$ cat src/design/pic_pkg.sv
// Shared constants for the indicator control block
package pic_pkg;
    // ==========================================================
    // Register map (index words, byte address is index times 4)
    // ==========================================================
    localparam int PIC_AW = 12;
    localparam int PIC_DW = 32;
    localparam logic [9:0] PIC_IDX_CTRL = 10'h018;
    localparam logic [9:0] PIC_IDX_MODE = 10'h019;
    localparam logic [9:0] PIC_IDX_STAT = 10'h01a;
    localparam logic [11:0] PIC_ADDR_CTRL = {PIC_IDX_CTRL, 2'b00};
    localparam logic [11:0] PIC_ADDR_MODE = {PIC_IDX_MODE, 2'b00};
    localparam logic [11:0] PIC_ADDR_STAT = {PIC_IDX_STAT, 2'b00};

    // ==========================================================
    // Field positions
    // ==========================================================
    localparam int PIC_RATE_LO = 9;
    localparam int PIC_POL_LO = 6;
    localparam int PIC_FEN_LO = 3;
    localparam int PIC_FV_LO = 0;
    localparam int PIC_BYP_BIT = 7;
    localparam int PIC_MODE_LO = 5;

    // ==========================================================
    // Reset values and writable masks
    // ==========================================================
    localparam logic [15:0] PIC_CTRL_RST = 16'h05c0;
    localparam logic [15:0] PIC_CTRL_WMASK = 16'h07ff;
    localparam logic [15:0] PIC_MODE_RST = 16'h0000;
    localparam logic [15:0] PIC_MODE_WMASK = 16'h00e0;

    // ==========================================================
    // Timing
    // ==========================================================
    localparam int unsigned PIC_CLK_MHZ = 200;
    localparam int unsigned PIC_CYC_PER_MS = PIC_CLK_MHZ * 1000;
    localparam int unsigned PIC_BLINK_MS_0 = 50;
    localparam int unsigned PIC_BLINK_MS_1 = 100;
    localparam int unsigned PIC_BLINK_MS_2 = 200;
    localparam int unsigned PIC_BLINK_MS_3 = 500;
    localparam int PIC_CNT_W = 27;
    localparam logic [1:0] PIC_STRAP_SYNC = 2'h2;
endpackage : pic_pkg

$ cat src/design/pic_blink_timer.sv
// Blink period timer producing one tick per on or off phase
`timescale 1ns/1ps
module pic_blink_timer #(
    parameter int unsigned cycles_per_ms = pic_pkg::PIC_CYC_PER_MS
) (
    input wire logic pclk,
    input wire logic presetn,
    input wire logic [1:0] rate,
    output logic tick
);
    import pic_pkg::*;

    typedef struct packed {
        logic [PIC_CNT_W-1:0] cnt;
        logic tick;
    } pic_tmr_s;

    pic_tmr_s r;
    pic_tmr_s next_r;
    logic [PIC_CNT_W-1:0] limit;

    // ==========================================================
    // Period select
    // ==========================================================
    // Last cycle of the selected phase length
    always_comb begin
        unique case (rate)
            2'h0: limit = PIC_CNT_W'(PIC_BLINK_MS_0 * cycles_per_ms - 1);
            2'h1: limit = PIC_CNT_W'(PIC_BLINK_MS_1 * cycles_per_ms - 1);
            2'h2: limit = PIC_CNT_W'(PIC_BLINK_MS_2 * cycles_per_ms - 1);
            2'h3: limit = PIC_CNT_W'(PIC_BLINK_MS_3 * cycles_per_ms - 1);
        endcase
    end

    // ==========================================================
    // Counter
    // ==========================================================
    // Compare with >= so a shorter rate never overruns the wrap
    always_comb begin
        next_r = r;
        if (r.cnt >= limit) begin
            next_r.cnt = '0;
            next_r.tick = 1'b1;
        end else begin
            next_r.cnt = r.cnt + 1'b1;
            next_r.tick = 1'b0;
        end
    end

    // State register
    always_ff @(posedge pclk or negedge presetn) begin
        if (!presetn) begin
            r <= '0;
        end else begin
            r <= next_r;
        end
    end

    assign tick = r.tick;
endmodule : pic_blink_timer

$ cat src/design/pic_indicator.sv
// Indicator lamp control: polarity, forcing, blinking, APB registers
`timescale 1ns/1ps
module pic_indicator #(
    parameter int unsigned cycles_per_ms = pic_pkg::PIC_CYC_PER_MS
) (
    input wire logic pclk,
    input wire logic presetn,
    input wire logic psel,
    input wire logic penable,
    input wire logic pwrite,
    input wire logic [pic_pkg::PIC_AW-1:0] paddr,
    input wire logic [pic_pkg::PIC_DW-1:0] pwdata,
    output logic [pic_pkg::PIC_DW-1:0] prdata,
    output logic pready,
    output logic pslverr,
    input wire logic link_good,
    input wire logic speed_100,
    input wire logic activity,
    input wire logic collision,
    input wire logic speed_pol_strap,
    input wire logic link_pol_strap,
    input wire logic act_pol_strap,
    output logic speed_indicator_out,
    output logic link_indicator_out,
    output logic activity_indicator_out
);
    import pic_pkg::*;

    typedef struct packed {
        logic [15:0] ctl;
        logic [15:0] mode_reg;
        logic [2:0] strap_s1;
        logic [2:0] strap_s2;
        logic [1:0] strap_cnt;
        logic strap_done;
        logic act_pend;
        logic act_shown;
        logic [PIC_DW-1:0] prdata;
        logic pready;
        logic pslverr;
        logic [2:0] outs;
    } pic_state_s;

    pic_state_s r;
    pic_state_s next_r;
    logic tick;
    logic setup;
    logic access;
    logic wr_ctl;
    logic wr_mode;
    logic mode_one;
    logic bypass;
    logic act_raw;
    logic [2:0] norm;
    logic [2:0] pol;
    logic [2:0] fen;
    logic [2:0] fv;
    logic [2:0] sel;

    // ==========================================================
    // Blink timer
    // ==========================================================
    pic_blink_timer #(
        .cycles_per_ms(cycles_per_ms)
    ) u_timer (
        .pclk(pclk),
        .presetn(presetn),
        .rate(r.ctl[PIC_RATE_LO+:2]),
        .tick(tick)
    );

    // ==========================================================
    // Decode and status selection
    // ==========================================================
    // Bus phases and register field views
    always_comb begin
        setup = psel && !penable;
        access = psel && penable && r.pready;
        wr_ctl = access && pwrite && (paddr == PIC_ADDR_CTRL);
        wr_mode = access && pwrite && (paddr == PIC_ADDR_MODE);
        mode_one = r.mode_reg[PIC_MODE_LO];
        bypass = r.mode_reg[PIC_BYP_BIT];
        pol = r.ctl[PIC_POL_LO+:3];
        fen = r.ctl[PIC_FEN_LO+:3];
        fv = r.ctl[PIC_FV_LO+:3];
        // Mode two also covers the undefined code 10
        act_raw = mode_one ? activity : collision;
        norm[2] = speed_100;
        norm[1] = link_good;
        norm[0] = bypass ? act_raw : r.act_shown;
        // Force first, then polarity on the chosen value
        sel = (fen & fv) | (~fen & norm);
    end

    // ==========================================================
    // Next state
    // ==========================================================
    // Strap capture, register writes, stretch, bus answer, lamps
    always_comb begin
        next_r = r;
        next_r.strap_s1 = {speed_pol_strap, link_pol_strap, act_pol_strap};
        next_r.strap_s2 = r.strap_s1;
        // Capture waits for the synchroniser to fill after release
        if (!r.strap_done) begin
            if (r.strap_cnt == PIC_STRAP_SYNC) begin
                next_r.ctl[PIC_POL_LO+:3] = r.strap_s2;
                next_r.strap_done = 1'b1;
            end else begin
                next_r.strap_cnt = r.strap_cnt + 1'b1;
            end
        end
        // A write beats the strap and ends the capture window
        if (wr_ctl) begin
            next_r.ctl = pwdata[15:0] & PIC_CTRL_WMASK;
            next_r.strap_done = 1'b1;
        end
        if (wr_mode) begin
            next_r.mode_reg = pwdata[15:0] & PIC_MODE_WMASK;
        end
        // Activity stretch: events while the lamp is dark are held and light it at the next tick
        if (tick) begin
            next_r.act_pend = act_raw;
            next_r.act_shown = (r.act_pend || act_raw) && !r.act_shown;
        end else begin
            next_r.act_pend = r.act_pend || act_raw;
        end
        // Ready registered from setup: no wait state, read data come from a flip-flop
        next_r.pready = setup;
        next_r.pslverr = 1'b0;
        next_r.prdata = '0;
        if (setup) begin
            unique case (paddr)
                PIC_ADDR_CTRL: next_r.prdata = {16'h0000, r.ctl};
                PIC_ADDR_MODE: next_r.prdata = {16'h0000, r.mode_reg};
                PIC_ADDR_STAT: begin
                    next_r.prdata = {28'h000_0000, r.strap_done, r.outs};
                end
                default: next_r.pslverr = 1'b1;
            endcase
        end
        next_r.outs = sel ~^ pol;
    end

    // State register
    always_ff @(posedge pclk or negedge presetn) begin
        if (!presetn) begin
            r <= '0;
            r.ctl <= PIC_CTRL_RST;
            r.mode_reg <= PIC_MODE_RST;
        end else begin
            r <= next_r;
        end
    end

    // Outputs straight from the state register
    assign prdata = r.prdata;
    assign pready = r.pready;
    assign pslverr = r.pslverr;
    assign speed_indicator_out = r.outs[2];
    assign link_indicator_out = r.outs[1];
    assign activity_indicator_out = r.outs[0];
endmodule : pic_indicator

$ cat config.mk
export PLATFORM = sky130hd
export DESIGN_NAME = pic_indicator
export DESIGN_NICKNAME = d
export VERILOG_FILES = /design/src/design/pic_pkg.sv /design/src/design/pic_blink_timer.sv /design/src/design/pic_indicator.sv
export SDC_FILE = /design/constraint.sdc
export NUM_CORES = 1
export LEC_CHECK = 0
export BUFFER_PORTS_ARGS = -buffer_cell sky130_fd_sc_hd__buf_2
export CORE_MARGIN = 4
export CORE_UTILIZATION = 26
export CTS_BUF_LIST = sky130_fd_sc_hd__clkbuf_8
export CTS_CLUSTER_DIAMETER = 30
export DETAILED_ROUTE_END_ITERATION = 10
export PLACE_DENSITY_LB_ADDON = 0.05
export SETUP_SLACK_MARGIN = 0.5
export SYNTH_ARGS = -nofsm -noshare
export SYNTH_HDL_FRONTEND = slang
export SYNTH_SLANG_ARGS = --single-unit
$ cat constraint.sdc
create_clock -name pclk -period 6.1 [get_ports pclk]
set_clock_uncertainty 0.05 [all_clocks]
set_input_delay 0.305 -clock pclk [delete_from_list [all_inputs] [get_ports pclk]]
set_output_delay 0.305 -clock pclk [all_outputs]
set_load 0.005 [all_outputs]
**Yosys cells after proc, flatten, opt, wreduce, memory -nomap -nowiden**

Cells that the tools add are included.

- Add/subtract/negate cells: 2
- Order comparisons: 1
- Eq/ne operators: 8
- Muxes and demuxes: 15
- Bitwise gates (word level): 7
- Reduce and logical (&&, ||, !) cells: 15

Operator list:

| kind | count |
|---|---|
| one-hot mux 27 bit (4 select lines) | 1 |
| == test 12 x 7 -> 1 bit (second input constant) | 3 |
| one-hot mux 11 bit (3 select lines) | 1 |
| 2-to-1 mux 28 bit | 1 |
| adder 27 x 1 -> 27 bit (second input constant) | 1 |
| >= comparator 27 bit | 1 |
| 2-to-1 mux 11 bit | 1 |
| 2-to-1 mux 9 bit | 1 |
| 2-to-1 mux 1 bit | 8 |
| logical AND 1 bit | 7 |
| bitwise AND 3 bit | 2 |
| == test 2 bit (second input constant) | 3 |
| 2-to-1 mux 3 bit | 2 |
| AND reduction 2 bit | 2 |
| inverter 3 bit | 1 |
| OR 3 bit | 1 |
| OR reduction 3 bit | 1 |
| bitwise XNOR 3 bit | 1 |
| adder 2 x 1 -> 2 bit (second input constant) | 1 |
| == test 2 x 1 -> 1 bit (second input constant) | 1 |
| logical NOT 1 bit | 2 |
| logical NOT 2 bit | 1 |
| != test 2 x 1 -> 1 bit (second input constant) | 1 |
| inverter 1 bit | 2 |
| other kinds (2) | 2 |

- Flip-flop bits (word level): 90
- Output and inout bits: 37

**Logic depth before layout (Yosys ltp)**

- Word-level depth: 6
- Depth in mapped cells: 11
- Depth with buffers taken out: 10

**Cells and area by module**

Synthesis repeated with hierarchy kept, for this count alone.

- Cells, all modules: 355
- Area, all modules: 3927.5 µm²

By module, submodules not included:

| module | instances | cells each | area each (µm²) | sequential area each (µm²) |
|---|---|---|---|---|
| pic_indicator | 1 | 155 | 1986.9 | 1031.0 |
| pic_blink_timer | 1 | 200 | 1940.6 | 700.7 |

**Worst setup path before layout**

Ideal clock, no wire load.

- Kind: register to register
- Start: register r[73] (netlist name)
- End: register u_timer.r[20] (netlist name)
- Arrival time: 2.605 ns
- Required time: 5.979 ns
- Slack: 3.374 ns
- Cell stages (with the launch flop): 12
- Buffers on the path: 1
- Clock period less this slack: 2.726 ns
- Cell sequence: dfrtp_1 > inv_1 > ha_1 > nor2_1 > ha_1 > and3_1 > a221o_1 > o211a_1 > nor4_2 > o21bai_4 > buf_6 > nor2_1

RTL lines:

| element | line | source |
|---|---|---|
| start: declaration | pic_indicator.sv:44 | `pic_state_s r;` |
| start signal: assignment | pic_indicator.sv:151 | `r <= next_r;` |
| end signal: assignment | pic_blink_timer.sv:55 | `r <= next_r;` |
| end: declaration | pic_blink_timer.sv:18 | `pic_tmr_s r;` |

==> reports/metrics.csv <==
metric;value;unit
critical path type;flop to flop;
Rows;43;
switching portion of total power;24.53;%
CTS tree;built;
initial antenna violation count;0;
Avg Cell Area, Syn;10.76;µm²
post-synthesis register bit count;69;
Synth cell types;42;
die height;127.8;µm
LEAKAGE;2.089;nW
clock transition at the registers of the reported paths;80;ps
boundary pin count;93;
Final #Nets;473;
DR WL met3;526;µm
Post-Layout Cell Count;579;
Critical Path RT;6330;ps
Starting Density;26.69;%
Hold/Removal Path Class;input port to asynchronous set/reset pin;
Filler cells;1484;
Mapped Area;3734;µm²
Synth Area in XOR/XNOR;7.507;%
Post-Synth Adder-Cell Area;7.976;%
Fmax achieved;299.0;MHz
Final period util;54.83;%
WP data arrival;3580;ps
Root Buffer;clkbuf_8;
post-synthesis sequential area ratio;46.38;%
Routed Wire Length;8.415;mm
Post-CTS Setup Bufs;0;
Synth Area in Compound Gates;5.161;%
Layout area overhead;13.67;%
Top cell by count, worst path;ha_1;
logic gate share of total power;4.0;%
Max Used Layer;met4;
Rel. slew slack;38.57;%
die area;16340;µm²
DRT Pass-1 Iters;4;
first-pass GRT wire length;13.66;mm
outcome;finished clean;
setup_tns;0;ps
WP buf/inv;1;
Max Cap Viol;0;
Pwr per Cell Area;211.3;nW/µm²
DPL Wire Length;5.904;mm
largest family of logic cells by synthesized area;simple AND/OR/NAND/NOR gates;
switching power;0.0002200;W
max-slew violation count;0;
RSZ-0062 raised after global routing;false;
Num CTS Buffers;9;
Power Internal;0.0006768;W
met2 WL post-DR;3.973;mm
pin count of the biggest net entering global routing;70;
# DRC;0;
Vias per Instance;4.173;
Hold Vio Cnt, Final;0;
Congestion Overflow GR;0;
worst-path maximum fanout;28;
actual slew at the worst max-slew pin;921.4;ps
post-CTS sizing;0;
mux cell area share after synthesis;8.076;%
setup ws final;2755;ps
Clk pwr share;44.5;%
CP delay by family, top;compound AO/OA/AOI/OAI gates;
Critical Path Sink Type;flop;
critical path, cell by cell;inv_1 > ha_1 > nor2_1 > ha_1 > and3_1 > a221o_1 > o211a_1 > nor4_2 > o21bai_4 > a21oi_1;
Setup violations, final;0;
Simple-Gate Fraction of Synth Area;15.65;%
vias in the first global route;2629;
wl on met1;3.811;mm
dpl cells;560;
clk sinks;69;
Hold-fix buffers, CTS;3;
Mapped Cells;347;
dpl ws;2730;ps
Final min period;3345;ps
vias;2416;
PortBufs;50;
worst skew pair latency;360;ps
sequential share of power;51.5;%
crit start category;flop;
Max clock buf depth;2;
gr usage total;10.86;%
Worst path slowest cell;dfrtp_1;
Final ANT Viol Nets;0;
fraction of layout cells with a size suffix above 1;25.31;%
crit-path max cell delay;530;ps
CTS H-tree lvls;3;
Die W;127.8;µm
DR WL/cell;14.53;µm
VDD IR max;0.1016;mV
Placer Congestion;0.7228;
Starting DRT DRC Count;81;
core area;13990;µm²
# diodes;0;
Yosys warning count;0;
[kinds of logic after synthesis]
group,count (synthesis)
mux,28
simple gates,116
flops,69
other cells,1
xor+xnor,32
buf+inv,53
fa+ha+maj,24
compound gates,24
[synthesized netlist by cell type, drive strengths merged]
cell type / count / area share [%]
a2111oi: 1 / 0.74
a211oi: 1 / 0.20
a21o: 4 / 0.80
a21oi: 6 / 0.80
a221o: 1 / 0.27
a31o: 1 / 0.23
a31oi: 1 / 0.17
and2: 4 / 0.67
and3: 5 / 0.84
and4: 1 / 0.23
buf: 35 / 7.3
clkbuf: 3 / 0.30
conb: 1 / 0.10
dfrtp: 65 / 44
dfstp: 4 / 2.8
ha: 23 / 7.7
inv: 15 / 1.5
maj3: 1 / 0.27
mux2: 17 / 5.1
mux2i: 11 / 2.9
nand2: 17 / 1.7
nand2b: 4 / 0.67
nand3: 15 / 2.0
nand4: 10 / 1.7
nor2: 46 / 4.9
nor2b: 1 / 0.37
nor3: 3 / 0.40
nor4: 3 / 0.84
o211a: 1 / 0.27
o21ai: 5 / 0.67
o21bai: 1 / 0.50
o221a: 1 / 0.30
o31ai: 1 / 0.20
or2: 1 / 0.17
or3: 5 / 0.97
or4: 1 / 0.20
xnor2: 8 / 1.9
xor2: 24 / 5.6
[worst register-to-register path: stages, from the launching register on]
cell and delay [ps]:
dfrtp_1 530, inv_1 240, ha_1 290, nor2_1 190, ha_1 280, and3_1 200, a221o_1 360, o211a_1 220
nor4_2 360, o21bai_4 330, a21oi_1 220
[final timing paths]
check                                     start                       to  slack, ps  cells past startpoint
setup reg to reg              r[73]$_DFFE_PN0P_  u_timer.r[27]$_DFF_PN0_       2760                     10
min in group pclk                     pwdata[3]       fen[0]$_DFFE_PN0P_        130                      2
hold / removal                          presetn        pslverr$_DFF_PN0_        100                      2
setup / recovery              r[73]$_DFFE_PN0P_  u_timer.r[27]$_DFF_PN0_       2760                     10
hold reg to reg            next_r[43]$_DFF_PN0_          r[43]$_DFF_PN0_        300                      0
max in group asynchronous               presetn  u_timer.r[19]$_DFF_PN0_       5290                      2
[layout by cell type, fill, tap and decap left out, types with 5 or more instances in the layout]
cell type / Yosys / final
xor2_1: 24 / 24
xnor2_1: 8 / 8
clkbuf_8: 0 / 10
buf_2: 0 / 50
mux2_2: 17 / 17
nand4_1: 10 / 10
o21ai_0: 5 / 5
a21oi_1: 6 / 6
mux2i_1: 11 / 11
conb_1: 1 / 21
inv_1: 15 / 15
nand2_1: 17 / 17
nor2_1: 42 / 42
ha_1: 23 / 23
and3_1: 5 / 5
dfrtp_1: 65 / 65
nand3_1: 15 / 15
[cell type report]
cell class / instances / area [µm²] / share of cell area, %
Tap cell: 180 / 225.2 / 5.307
Clock inverter: 6 / 70.07 / 1.651
Inverter: 15 / 56.30 / 1.327
Multi-Input combinational cell: 245 / 1735 / 40.89
Timing Repair Buffer: 54 / 287.8 / 6.781
Sequential cell: 69 / 1732 / 40.80
Clock buffer: 10 / 137.6 / 3.243
[metal layers]
metal	track usage (%)	vias to the layer above
li1	-	1214
met1	13.15	1135
met2	17.99	55
met3	4.292	12
met4	2.934	0
met5	0	-
[through the flow]
step	util (%)	hold slack (ps)	cell area, µm²	total power (W)
2_1_floorplan	-	-40.59	3809	0.0004907
3_3_place_gp	28.64	282.4	4006	0.0005065
3_5_place_dp	28.64	284.7	4006	0.0005065
4_1_cts	30.34	89.20	4244	0.0009268
5_1_grt	30.34	103.1	4244	0.0009432
6_report	30.34	104.0	4244	0.0008968
[sequential cells by signal (all words and copies together), names as in the netlist, 3 cells and up]
signal and cells:
fen 3, fv 3, next_r 3, pol 3, prdata 11, r 11, u_timer.r 27
[power by group through the flow]
stage	logic, W	registers (W)	clock network (W)
2_1_floorplan	0.0000200	0.000471	0
3_3_place_gp	0.0000358	0.000471	0
3_5_place_dp	0.0000357	0.000471	0
4_1_cts	0.0000373	0.000462	0.000428
5_1_grt	0.0000419	0.000462	0.000439
6_report	0.0000357	0.000462	0.000399
Note: power is estimated with default switching activity, not from simulation.
